==> src/inc/aor_params.svh <==
// Constants for the option, gap, edge-count and result register block.
// Assumes a 25 MHz system clock and an I2C master on the far side.
// Operation
// - Offset codes 00/01/10/11 give 0, 15, 31, 63 counts at zero input.
// - Code 00 disables offset; upper option bits are written zero by host.
// - In sync start-stop mode offsets are period times clock over 2^7/2^11/2^15.
// - Active offset is added to input current path and conversion result.
// - Offset field returns to default at reset and on leaving measurement.
// - Continuous mode gap is 1 us plus 4 us per count, 5 to 1021 us.
// - Command mode gap delays integration start by 1 to 255 us.
// - Gap register is unused in both synchronous modes.
// - Gap register resets to 20h; writing zero is ignored.
// - Sync start-stop ends integration after programmed falling sync edges, 1 to 255.
// - Edge-count register resets to 01h; writing zero is ignored.
// - Four read-only 16-bit channel results at addresses 00 to 03.
// - Addresses 04 and 05 hold 24-bit integration time, low 20 bits meaningful.
// - Time result valid only in sync start-stop with time measure enabled.
// - Every conversion end refreshes the four channel results; time words only in sync start-stop with time measure.
// - Result refresh waits while the host is reading results.
// - Upper part of the time count appears as word at address 5.
// - I2C slave only, address 11101 then the two select pins.
// - Serial interface follows fast-mode I2C protocol and timing.
// - Time capture only when time measure enable bit is set.
// - Mode field: continuous 00, command 01, sync start 10, sync start-stop 11.
// - Sync start-stop uses sync signal, ignoring programmed integration period.
`ifndef AOR_PARAMS_SVH
`define AOR_PARAMS_SVH
`define AOR_ADDR_CH0 8'h00
`define AOR_ADDR_CH3 8'h03
`define AOR_ADDR_TLO 8'h04
`define AOR_ADDR_THI 8'h05
`define AOR_ADDR_OPT 8'h08
`define AOR_ADDR_GAP 8'h09
`define AOR_ADDR_EDGES 8'h0a
`define AOR_OPT_RST 2'h0
`define AOR_GAP_RST 8'h20
`define AOR_EDGES_RST 8'h01
`define AOR_OFS_1 16'h000f
`define AOR_OFS_2 16'h001f
`define AOR_OFS_3 16'h003f
`define AOR_SHIFT_1 7
`define AOR_SHIFT_2 11
`define AOR_SHIFT_3 15
`define AOR_MODE_CONTINUOUS_MODE 2'h0
`define AOR_MODE_CMD 2'h1
`define AOR_MODE_SYNC_START_MODE 2'h2
`define AOR_MODE_SYNC_START_STOP_MODE 2'h3
`define AOR_SLAVE_BASE 5'h1d
`define AOR_CLK_PERIOD_NS 40
`define AOR_US_NS 1000
`define AOR_US_CYC ((`AOR_US_NS + `AOR_CLK_PERIOD_NS - 1) / `AOR_CLK_PERIOD_NS)
`define AOR_GAP_BASE_US 10'h001
`define AOR_FCLK_INC 12'h080
`define AOR_FCLK_MOD 12'h0c35
`endif

==> src/inc/aor_pkg.sv <==
// Types for the option, gap, edge-count and result register block.
// Assumes aor_params.svh supplies the numeric constants.
package aor_pkg;
    typedef enum logic [2:0] {I2C_IDLE, I2C_RECV, I2C_ACK, I2C_SEND, I2C_RACK} aor_i2c_e;
    typedef enum logic [2:0] {SQ_IDLE, SQ_GAP, SQ_WAIT_SYNC, SQ_INTEG, SQ_CONV} aor_seq_e;
    typedef struct packed {
        logic [3:0][15:0] ch;
    } aor_conv_s;
    typedef struct packed {
        aor_i2c_e i2c_st;
        logic scl_d;
        logic sda_d;
        logic [3:0] bit_cnt;
        logic [7:0] shreg;
        logic [1:0] byte_idx;
        logic rw;
        logic nack;
        logic [7:0] ptr;
        logic phase;
        logic sda_drive;
        logic read_active;
        logic [1:0] opt_code;
        logic [7:0] gap;
        logic [7:0] edges;
        logic [3:0][15:0] res;
        logic [23:0] tres;
        logic pend;
        logic [3:0][15:0] pend_res;
        logic [23:0] pend_t;
        aor_seq_e seq_st;
        logic meas_d;
        logic sync_d;
        logic [11:0] fclk_acc;
        logic [4:0] us_div;
        logic [9:0] us_cnt;
        logic [19:0] int_cnt;
        logic [7:0] edge_cnt;
        logic [19:0] tmeas;
        logic [19:0] tlast;
        logic [15:0] off_val;
    } aor_state_s;
endpackage : aor_pkg

==> src/aor_block.sv <==
// Measurement sequencer, option/gap/edge registers and result bank behind an I2C slave.
// Assumes synchronous pin inputs and an analog front end that answers each
// integration with one i_conv_valid pulse carrying the four raw channel values.
`include "aor_params.svh"
`timescale 1ns/1ps
`default_nettype none
module aor_block (
    // Clock and reset
    input wire logic i_sys_clk,
    input wire logic i_rst_n,
    // I2C pins, open drain
    input wire logic i_scl,
    input wire logic i_sda,
    output logic o_sda_out,
    output logic o_sda_oe_n,
    input wire logic i_addr_select_high,
    input wire logic i_addr_select_low,
    // Configuration held elsewhere in the device
    input wire logic i_measure_state,
    input wire logic [1:0] i_meas_mode,
    input wire logic i_time_measure_enable,
    input wire logic [19:0] i_integration_period,
    input wire logic i_cmd_start,
    input wire logic i_sync,
    // Analog front end
    input wire logic i_conv_valid,
    input wire aor_pkg::aor_conv_s i_conv,
    output logic o_integ_active,
    output logic [1:0] o_offset_code,
    output logic [15:0] o_offset_value
);
    import aor_pkg::*;

    aor_state_s r;
    aor_state_s n;
    logic scl_rise;
    logic scl_fall;
    logic i2c_start;
    logic i2c_stop;
    logic load;
    logic wr;
    logic fclk_tick;
    logic us_tick;
    logic sync_fall;
    logic sync_start_stop_mode;
    logic [9:0] gap_us;
    logic [3:0][15:0] new_res;
    logic [23:0] new_t;
    logic [15:0] ofs_now;

    // Saturating add keeps an offset result from wrapping past full scale
    function automatic logic [15:0] sat_add(input logic [15:0] a, input logic [15:0] b);
        logic [16:0] s;
        s = {1'b0, a} + {1'b0, b};
        sat_add = s[16] ? 16'hffff : s[15:0];
    endfunction : sat_add

    // Offset for the present code; sync start-stop scales the measured period
    function automatic logic [15:0] ofs_of(input logic [1:0] code, input logic sd,
                                           input logic [19:0] t);
        ofs_of = 16'h0000;
        case (code)
            2'h1: ofs_of = sd ? 16'(t >> `AOR_SHIFT_1) : `AOR_OFS_1;
            2'h2: ofs_of = sd ? 16'(t >> `AOR_SHIFT_2) : `AOR_OFS_2;
            2'h3: ofs_of = sd ? 16'(t >> `AOR_SHIFT_3) : `AOR_OFS_3;
            default: ofs_of = 16'h0000;
        endcase
    endfunction : ofs_of

    // Byte seen by the master at a pointer; result words go low byte first
    function automatic logic [7:0] rd_byte(input aor_state_s s);
        logic [15:0] w;
        w = 16'h0000;
        if (s.ptr <= `AOR_ADDR_CH3) begin
            w = s.res[s.ptr[1:0]];
        end else if (s.ptr == `AOR_ADDR_TLO) begin
            w = s.tres[15:0];
        end else if (s.ptr == `AOR_ADDR_THI) begin
            w = {8'h00, s.tres[23:16]};
        end else if (s.ptr == `AOR_ADDR_OPT) begin
            w = {14'h0000, s.opt_code};
        end else if (s.ptr == `AOR_ADDR_GAP) begin
            w = {8'h00, s.gap};
        end else if (s.ptr == `AOR_ADDR_EDGES) begin
            w = {8'h00, s.edges};
        end
        rd_byte = (s.phase && s.ptr <= `AOR_ADDR_THI) ? w[15:8] : w[7:0];
    endfunction : rd_byte

    // Next state of the whole block
    always_comb begin
        n = r;
        load = 1'b0;
        wr = 1'b0;
        scl_rise = i_scl & ~r.scl_d;
        scl_fall = ~i_scl & r.scl_d;
        i2c_start = r.scl_d & i_scl & r.sda_d & ~i_sda;
        i2c_stop = r.scl_d & i_scl & ~r.sda_d & i_sda;
        sync_fall = r.sync_d & ~i_sync;
        sync_start_stop_mode = (i_meas_mode == `AOR_MODE_SYNC_START_STOP_MODE);
        n.scl_d = i_scl;
        n.sda_d = i_sda;
        n.sync_d = i_sync;
        n.meas_d = i_measure_state;

        // Slave state machine; bits change only while SCL is low
        if (i2c_start) begin
            n.i2c_st = I2C_RECV;
            n.bit_cnt = 4'h0;
            n.byte_idx = 2'h0;
            n.sda_drive = 1'b0;
            n.read_active = 1'b0;
        end else if (i2c_stop) begin
            n.i2c_st = I2C_IDLE;
            n.sda_drive = 1'b0;
            n.read_active = 1'b0;
        end else begin
            case (r.i2c_st)
                I2C_RECV: begin
                    if (scl_rise && r.bit_cnt != 4'h8) begin
                        n.shreg = {r.shreg[6:0], i_sda};
                        n.bit_cnt = r.bit_cnt + 4'h1;
                    end else if (scl_fall && r.bit_cnt == 4'h8) begin
                        n.bit_cnt = 4'h0;
                        if (r.byte_idx != 2'h0) begin
                            n.i2c_st = I2C_ACK;
                            n.sda_drive = 1'b1;
                            wr = (r.byte_idx == 2'h2);
                            if (r.byte_idx == 2'h1) begin
                                n.ptr = r.shreg;
                                n.phase = 1'b0;
                            end
                        end else if (r.shreg[7:1] == {`AOR_SLAVE_BASE, i_addr_select_high,
                                                      i_addr_select_low}) begin
                            n.i2c_st = I2C_ACK;
                            n.sda_drive = 1'b1;
                            n.rw = r.shreg[0];
                        end else begin
                            n.i2c_st = I2C_IDLE; // Not addressed, stay off the bus
                        end
                    end
                end
                I2C_ACK: begin
                    if (scl_fall) begin
                        n.sda_drive = 1'b0;
                        if (r.byte_idx != 2'h2) begin
                            n.byte_idx = r.byte_idx + 2'h1;
                        end
                        if (r.byte_idx == 2'h0 && r.rw) begin
                            load = 1'b1;
                            n.read_active = 1'b1;
                        end else begin
                            n.i2c_st = I2C_RECV;
                        end
                    end
                end
                I2C_SEND: begin
                    if (scl_fall) begin
                        if (r.bit_cnt == 4'h7) begin
                            n.sda_drive = 1'b0;
                            n.i2c_st = I2C_RACK;
                        end else begin
                            n.bit_cnt = r.bit_cnt + 4'h1;
                            n.shreg = {r.shreg[6:0], 1'b0};
                            n.sda_drive = ~r.shreg[6];
                        end
                    end
                end
                I2C_RACK: begin
                    if (scl_rise) begin
                        n.nack = i_sda;
                    end else if (scl_fall) begin
                        if (r.nack) begin
                            n.i2c_st = I2C_IDLE;
                        end else begin
                            load = 1'b1;
                        end
                    end
                end
                default: begin
                    n.i2c_st = I2C_IDLE;
                end
            endcase
        end

        // Load a read byte and auto-increment; result words take two bytes
        if (load) begin
            n.shreg = rd_byte(r);
            n.sda_drive = ~n.shreg[7];
            n.bit_cnt = 4'h0;
            n.i2c_st = I2C_SEND;
            if (r.ptr <= `AOR_ADDR_THI && !r.phase) begin
                n.phase = 1'b1;
            end else begin
                n.phase = 1'b0;
                n.ptr = r.ptr + 8'h01;
            end
        end

        // Register writes; zero is refused for gap and edge count
        if (wr) begin
            n.ptr = r.ptr + 8'h01;
            if (r.ptr == `AOR_ADDR_OPT) begin
                n.opt_code = r.shreg[1:0];
            end else if (r.ptr == `AOR_ADDR_GAP && r.shreg != 8'h00) begin
                n.gap = r.shreg;
            end else if (r.ptr == `AOR_ADDR_EDGES && r.shreg != 8'h00) begin
                n.edges = r.shreg;
            end
        end

        // Leaving measurement state restores the offset default
        if (r.meas_d && !i_measure_state) begin
            n.opt_code = `AOR_OPT_RST;
        end

        // Internal 1.024 MHz tick and 1 us tick
        fclk_tick = (r.fclk_acc + `AOR_FCLK_INC) >= `AOR_FCLK_MOD;
        n.fclk_acc = fclk_tick ? r.fclk_acc + `AOR_FCLK_INC - `AOR_FCLK_MOD
                               : r.fclk_acc + `AOR_FCLK_INC;
        us_tick = (r.us_div == 5'(`AOR_US_CYC - 1));
        n.us_div = us_tick ? 5'h00 : r.us_div + 5'h01;

        // Gap length depends on the mode
        gap_us = (i_meas_mode == `AOR_MODE_CONTINUOUS_MODE) ? `AOR_GAP_BASE_US + {r.gap, 2'b00}
                                                : {2'b00, r.gap};

        // Measurement sequencer
        case (r.seq_st)
            SQ_IDLE: begin
                n.us_cnt = 10'h000;
                n.us_div = 5'h00;
                if (i_measure_state) begin
                    if (i_meas_mode == `AOR_MODE_CONTINUOUS_MODE) begin
                        n.seq_st = SQ_GAP;
                    end else if (i_meas_mode == `AOR_MODE_CMD) begin
                        if (i_cmd_start) begin
                            n.seq_st = SQ_GAP;
                        end
                    end else begin
                        n.seq_st = SQ_WAIT_SYNC;
                    end
                end
            end
            SQ_GAP: begin
                if (us_tick) begin
                    n.us_cnt = r.us_cnt + 10'h001;
                    if (r.us_cnt + 10'h001 >= gap_us) begin
                        n.seq_st = SQ_INTEG;
                        n.int_cnt = 20'h00000;
                        n.tmeas = 20'h00000;
                    end
                end
            end
            SQ_WAIT_SYNC: begin
                if (sync_fall) begin
                    n.seq_st = SQ_INTEG;
                    n.int_cnt = 20'h00000;
                    n.tmeas = 20'h00000;
                    n.edge_cnt = 8'h00;
                end
            end
            SQ_INTEG: begin
                if (fclk_tick) begin
                    n.int_cnt = r.int_cnt + 20'h00001;
                    n.tmeas = r.tmeas + 20'h00001;
                end
                if (sync_start_stop_mode) begin
                    if (sync_fall) begin
                        n.edge_cnt = r.edge_cnt + 8'h01;
                        if (r.edge_cnt + 8'h01 >= r.edges) begin
                            n.seq_st = SQ_CONV;
                            n.tlast = n.tmeas;
                        end
                    end
                end else if (fclk_tick && r.int_cnt + 20'h00001 >= i_integration_period) begin
                    n.seq_st = SQ_CONV;
                    n.tlast = n.tmeas;
                end
            end
            SQ_CONV: begin
                n.us_cnt = 10'h000;
                n.us_div = 5'h00; // Next gap starts on a whole microsecond
                if (i_conv_valid) begin
                    n.seq_st = (i_meas_mode == `AOR_MODE_CONTINUOUS_MODE) ? SQ_GAP : SQ_IDLE;
                end
            end
            default: begin
                n.seq_st = SQ_IDLE;
            end
        endcase
        if (!i_measure_state) begin
            n.seq_st = SQ_IDLE;
        end

        // Offset driven to the front end and added to results
        ofs_now = ofs_of(r.opt_code, sync_start_stop_mode, r.tlast);
        n.off_val = ofs_now;
        for (int k = 0; k < 4; k++) begin
            new_res[k] = sat_add(i_conv.ch[k], ofs_now);
        end
        new_t = (sync_start_stop_mode && i_time_measure_enable) ? {4'h0, r.tlast} : r.tres;

        // Refresh results, deferred while a read transaction is open
        if (r.pend && !r.read_active) begin
            n.res = r.pend_res;
            n.tres = r.pend_t;
            n.pend = 1'b0;
        end
        if (r.seq_st == SQ_CONV && i_conv_valid) begin
            if (r.read_active) begin
                n.pend = 1'b1;
                n.pend_res = new_res;
                n.pend_t = new_t;
            end else begin
                n.res = new_res;
                n.tres = new_t;
                n.pend = 1'b0;
            end
        end
    end

    // State register with synchronous reset
    always_ff @(posedge i_sys_clk) begin
        if (!i_rst_n) begin
            r <= '0;
            r.i2c_st <= I2C_IDLE;
            r.seq_st <= SQ_IDLE;
            r.scl_d <= 1'b1;
            r.sda_d <= 1'b1;
            r.sync_d <= 1'b1;
            r.opt_code <= `AOR_OPT_RST;
            r.gap <= `AOR_GAP_RST;
            r.edges <= `AOR_EDGES_RST;
        end else begin
            r <= n;
        end
    end

    // Outputs
    assign o_sda_out = 1'b0;
    assign o_sda_oe_n = ~r.sda_drive;
    assign o_integ_active = (r.seq_st == SQ_INTEG);
    assign o_offset_code = r.opt_code;
    assign o_offset_value = r.off_val;
endmodule : aor_block
`default_nettype wire

==> config.mk <==
export PLATFORM = sky130hd
export DESIGN_NAME = aor_block
export DESIGN_NICKNAME = d
export VERILOG_FILES = /design/src/inc/aor_pkg.sv /design/src/aor_block.sv
export VERILOG_INCLUDE_DIRS = /design/src /design/src/inc
export SDC_FILE = /design/constraint.sdc
export NUM_CORES = 1
export LEC_CHECK = 0
export BUFFER_PORTS_ARGS = -buffer_cell sky130_fd_sc_hd__buf_4
export CAP_MARGIN = 10
export CORE_MARGIN = 1.5
export CORE_UTILIZATION = 40
export CTS_BUF_LIST = sky130_fd_sc_hd__clkbuf_4
export CTS_CLUSTER_SIZE = 14
export DETAILED_ROUTE_END_ITERATION = 16
export SLEW_MARGIN = 10
export SYNTH_ARGS = -nofsm -noshare
export SYNTH_HDL_FRONTEND = slang
export SYNTH_SLANG_ARGS = --single-unit
==> constraint.sdc <==
create_clock -name i_sys_clk -period 4.4 [get_ports i_sys_clk]
set_input_delay 0.88 -clock i_sys_clk [delete_from_list [all_inputs] [get_ports i_sys_clk]]
set_output_delay 0.88 -clock i_sys_clk [all_outputs]
set_load 0.02 [all_outputs]
### Yosys cells after proc, flatten, opt, wreduce, memory -nomap -nowiden

Cells that the tools add are included.

| word-level totals | value |
|---|---|
| flip-flop bits (word level) | 343 |
| latch bits | 0 |
| RAM bits | 0 |
| memory bits (read-only) | 0 |
| bits of input ports | 97 |
| output and inout port bits | 21 |
| word-level logic and storage cells | 332 |
| memories kept | 0 |

| cells by class | value |
|---|---|
| add/subtract/negate cells | 15 |
| multiply operators | 0 |
| div/mod/pow operators | 0 |
| order comparisons | 7 |
| equality and inequality tests | 66 |
| shift operators | 0 |
| mux-type cells | 123 |
| bitwise operators | 23 |
| reductions and logical operators | 60 |

Operators with widths:

| operator | count |
|---|---|
| 2-to-1 mux 177 bit | 1 |
| 2-to-1 mux 88 bit | 2 |
| 2-to-1 mux 20 bit | 8 |
| 2-to-1 mux 16 bit | 8 |
| case mux 20 bit (3 select lines) | 2 |
| 2-to-1 mux 8 bit | 12 |
| 2-to-1 mux 89 bit | 1 |
| adder 16 x 16 -> 17 bit | 4 |
| 2-to-1 mux 3 bit | 21 |
| 2-to-1 mux 48 bit | 1 |
| 2-to-1 mux 9 bit | 5 |
| != test 5 bit (second input constant) | 9 |
| adder 20 x 1 -> 20 bit (second input constant) | 2 |
| 2-to-1 mux 10 bit | 4 |
| case mux 13 bit (3 select lines) | 1 |
| 2-to-1 mux 12 bit | 3 |
| != test 2 bit (second input constant) | 17 |
| binary-select mux 16 bit (select 2 bit) | 1 |
| 2-to-1 mux 30 bit | 1 |
| 2-to-1 mux 1 bit | 29 |
| equality test 8 x 4 -> 1 bit (second input constant) | 3 |
| 2-to-1 mux 24 bit | 1 |
| case mux 12 bit (2 select lines) | 1 |
| AND reduction 4 bit | 6 |
| 62 further kinds | 151 |

### Logic depth before layout (Yosys ltp)

| logic depth | value |
|---|---|
| depth in word-level cells | 12 |
| depth in mapped cells | 16 |
| mapped depth without buffers | 15 |

### Worst setup path before layout

No wires, ideal clock.

| timing | value |
|---|---|
| kind | input to register |
| start | input i_meas_mode[0] |
| end | register r[203] in the netlist's numbering |
| setup time | 0.133 ns |
| arrival time | 3.879 ns |
| required time | 4.267 ns |
| setup slack | 0.388 ns |
| cell stages on the path | 13 |
| buffers on the path | 2 |
| cell sequence | and2_1 > clkbuf_1 > clkbuf_1 > a22oi_1 > ha_1 > a211oi_1 > o21ai_0 > a31oi_1 > o21ai_0 > a2111oi_0 > nor3_1 > o41ai_1 > o21ai_0 |

RTL lines:

| element | line | text |
|---|---|---|
| from (decl) | aor_block.sv:20 | `input wire logic [1:0] i_meas_mode,` |
| to (signal assigned) | aor_block.sv:336 | `r <= n;` |
| to (decl) | aor_block.sv:34 | `aor_state_s r;` |

==> out/qor.yml <==
outcome: "finished clean"
slew_headroom_pct: 25.2
layout_min_cycle_time_ns: 4.12
cts_tree: "yes"
clockBufferDepth: 3
holdCritStartpoint: "i_sync"
ys_warn_count: 0
area_growth_pct: 13.6
fin_skew_ns: 0.0552
wirelength_microns: 62500
drt-pass1-iter-count: 6
die-height_microns: 226
grt_pass1_wl_microns: 97700
rr_worst_depth: 13
syn_avg_cell_area_sq_um: 8.07
arrival_ns: 4.79
routabilityCongestion: 0.887
min_path_cells: 2
netlist.area_leader.share_pct: 34.2
max_stage_delay_ns: 0.68
synthCells: 2468
reg2reg_from: "o_offset_code[0]"
synth_async_sr_flop_share_pct: 0
slowest_stage: "dfxtp_1"
grt_pass1_vias: 17900
leakage_nw: 9.11
grt_antenna_before_repair: 2
grt_overflow_total: 0
fin_crit_sh_pct: 93.7
finalNonFillerCells: 3311
vdd_ir_drop_max_mv: 0.159
reg2reg_slack_ns: 0.28
htree_levels: 3
yosysUniqueCellTypes: 80
crit_family: "simple AND/OR/NAND/NOR gates"
hold_viol: 0
yosysTopAreaCell: "dfxtp_1"
dp_cells: 3144
ioPinCount: 118
synth_edf_count: 0
hp-class: "input port to register"
grt_max_degree: 69
tightest_slew_ns: 1.12
clock-sinks: 340
die_w_microns: 226
max_cap_violations: 0
die-area_sq_um: 51100
setup.worst_path.start_class: "register"
final_nets: 2789
initial_core_util_pct: 40.6
track_usage_pct: 24.2
setup_viol: 0
io_buffers: 113
core_area_sq_um: 49100
fin_util_pct: 46.1
worstSetupPathType: "register to register"
clk_latency_ns: 0.83
slew_violations: 0
ys_seq_area_share_pct: 34.2
rows: 81
cts.clk_slew.worst_paths_ns: 0.07
drive_above_1_share_pct: 14.9
vias: 19000
cp_cell_sequence: "inv_1 -> nor3_1 -> buf_4 -> and2_1 -> buf_4 -> ha_1 -> and4_1 -> nand2_1 -> nor3_1 -> o221a_2 -> nor2_1 -> o31ai_1 -> o22ai_1"
cp_num_buf_inv: 3
wl_per_cell_microns: 18.9
clockRootBuffer: "clkbuf_4"
ys.flop_type: "dfxtp_1"
cp.required_ns: 5.07
critPathMaxFanout: 9
cts_inserted_buffers: 97
syn_area_sq_um: 19900
min_to: "r[111]"
drt-initial-drc-count: 1588
dp_hpwl_microns: 43900
postRouteAntennaNets: 0
power_density_nw_per_um2: 286
max_freq_ghz: 0.242
via_per_inst: 5.75
crit_path_end_kind: "register"
ys_top_cells_by_area: "dfxtp_1 (34%), ha_1 (6.9%), nor2_1 (5.6%)"
r2r-end: "r[276]"
ys_seq_elements: 340
rsz0062_at_grt: "false"
route.detailed.drc: 0
[cells in the mapped netlist, types with 29 or more instances]
master and n:
clkbuf_1 127, ha_1 109, nand2_1 219, nor2_1 296, mux2i_1 62, xnor2_1 62
a22oi_1 66, and3_1 30, dfxtp_1 340, and2_1 29, o21ai_0 176, nor3_1 76
inv_1 65, o221ai_1 29, nand3_1 85, a21oi_1 199, o22ai_1 31, a31oi_1 29
xor2_1 48
[through the flow]
stage	hold WS, ns	total power [mW]	setup WS, ns	TNS [ns]	cell area, sq um
after detailed placement	0.444	3.61	-0.316	-12.86	21400
after CTS	0.233	6.54	0.0926	0	22600
after floorplan	0.430	3.43	0.388	0	19900
final	0.303	6.47	0.275	0	22600
after global placement	0.437	3.61	-0.274	-10.76	21400
after global routing	0.264	6.77	0.0924	0	22600
[how the worst max path moves through the flow]
stage                           startpoint     end  slack (ns)  cells past startpoint
final                     o_offset_code[0]  r[276]        0.28                     13
after global routing      o_offset_code[0]  r[251]        0.09                     14
after CTS                 o_offset_code[1]  r[287]        0.09                     12
after detailed placement    i_meas_mode[0]  r[247]       -0.32                     14
after global placement      i_meas_mode[0]  r[287]       -0.27                     14
after floorplan             i_meas_mode[0]  r[203]        0.39                     13
[state kept, by name, summed over array words and instances, names as in the netlist]
signal,cells
o_offset_value,13
r,325
o_offset_code,2
[layer usage]
metal | wire length, microns | global-route usage, %
met1 | 27900 | 32.3
met5 | 0 | 0
met3 | 3700 | 4.14
met2 | 29100 | 39.4
met4 | 1830 | 8.56
[worst register-to-register path: stages, from the launching register on]
cell and delay [ns]:
dfxtp_1 0.68, inv_1 0.30, nor3_1 0.25, buf_4 0.17, and2_1 0.44, buf_4 0.22
ha_1 0.23, and4_1 0.28, nand2_1 0.07, nor3_1 0.40, o221a_2 0.33, nor2_1 0.05
o31ai_1 0.43, o22ai_1 0.16
[placed cells by master (no fill, tap or decap), types with 25 or more instances in the layout]
cell type and n:
a21o_1 25, a21oi_1 199, a22oi_1 66, a31oi_1 29, and2_1 28, and3_1 30
buf_4 173, clkbuf_4 143, dfxtp_1 339, ha_1 109, inv_1 64, mux2i_1 62
nand2_1 219, nand3_1 85, nor2_1 293, nor3_1 76, o21a_1 27, o21ai_0 176
o221ai_1 29, o22ai_1 30, xnor2_1 62, xor2_1 48
[report_power, final]
group          leakage (nW)  internal (mW)  switching (mW)  total [mW]
Clock                 0.711           1.53            1.39        2.92
Sequential             2.74           3.09          0.0199        3.11
Combinational          5.65          0.175           0.266       0.441
[cell families (layout without fill, tap and decap cells)]
logic type,count (synthesis),in the layout,share of synthesized area (%)
buffers and inverters,235,408,4.97
other,1,7,0.0188
XOR/XNOR,110,110,4.84
flip-flops,340,340,34.2
adder cells (fa/ha/maj),113,113,7.25
AO/OA/AOI/OAI,703,703,22.3
AND/OR/NAND/NOR,869,869,20.4
multiplexers,97,97,6.00
[area by class of cell]
| class | instances | area [sq um] |
|---|---|---|
| repair buffers | 177 | 1380 |
| diodes | 3 | 7.51 |
| multi-input cells | 1896 | 12100 |
| clock buffers | 143 | 1070 |
| inverters | 67 | 254 |
| well taps | 664 | 831 |
| fillers | 4918 | 26400 |
| clock inverters | 21 | 115 |
| flip-flops and latches | 340 | 6810 |
[repair_timing]
action	CTS	global route
gates resized for setup	0	2
hold buffers	0	0
setup buffers	0	0
setup endpoints to repair	0	26
Power figures use the tool's default switching activity.
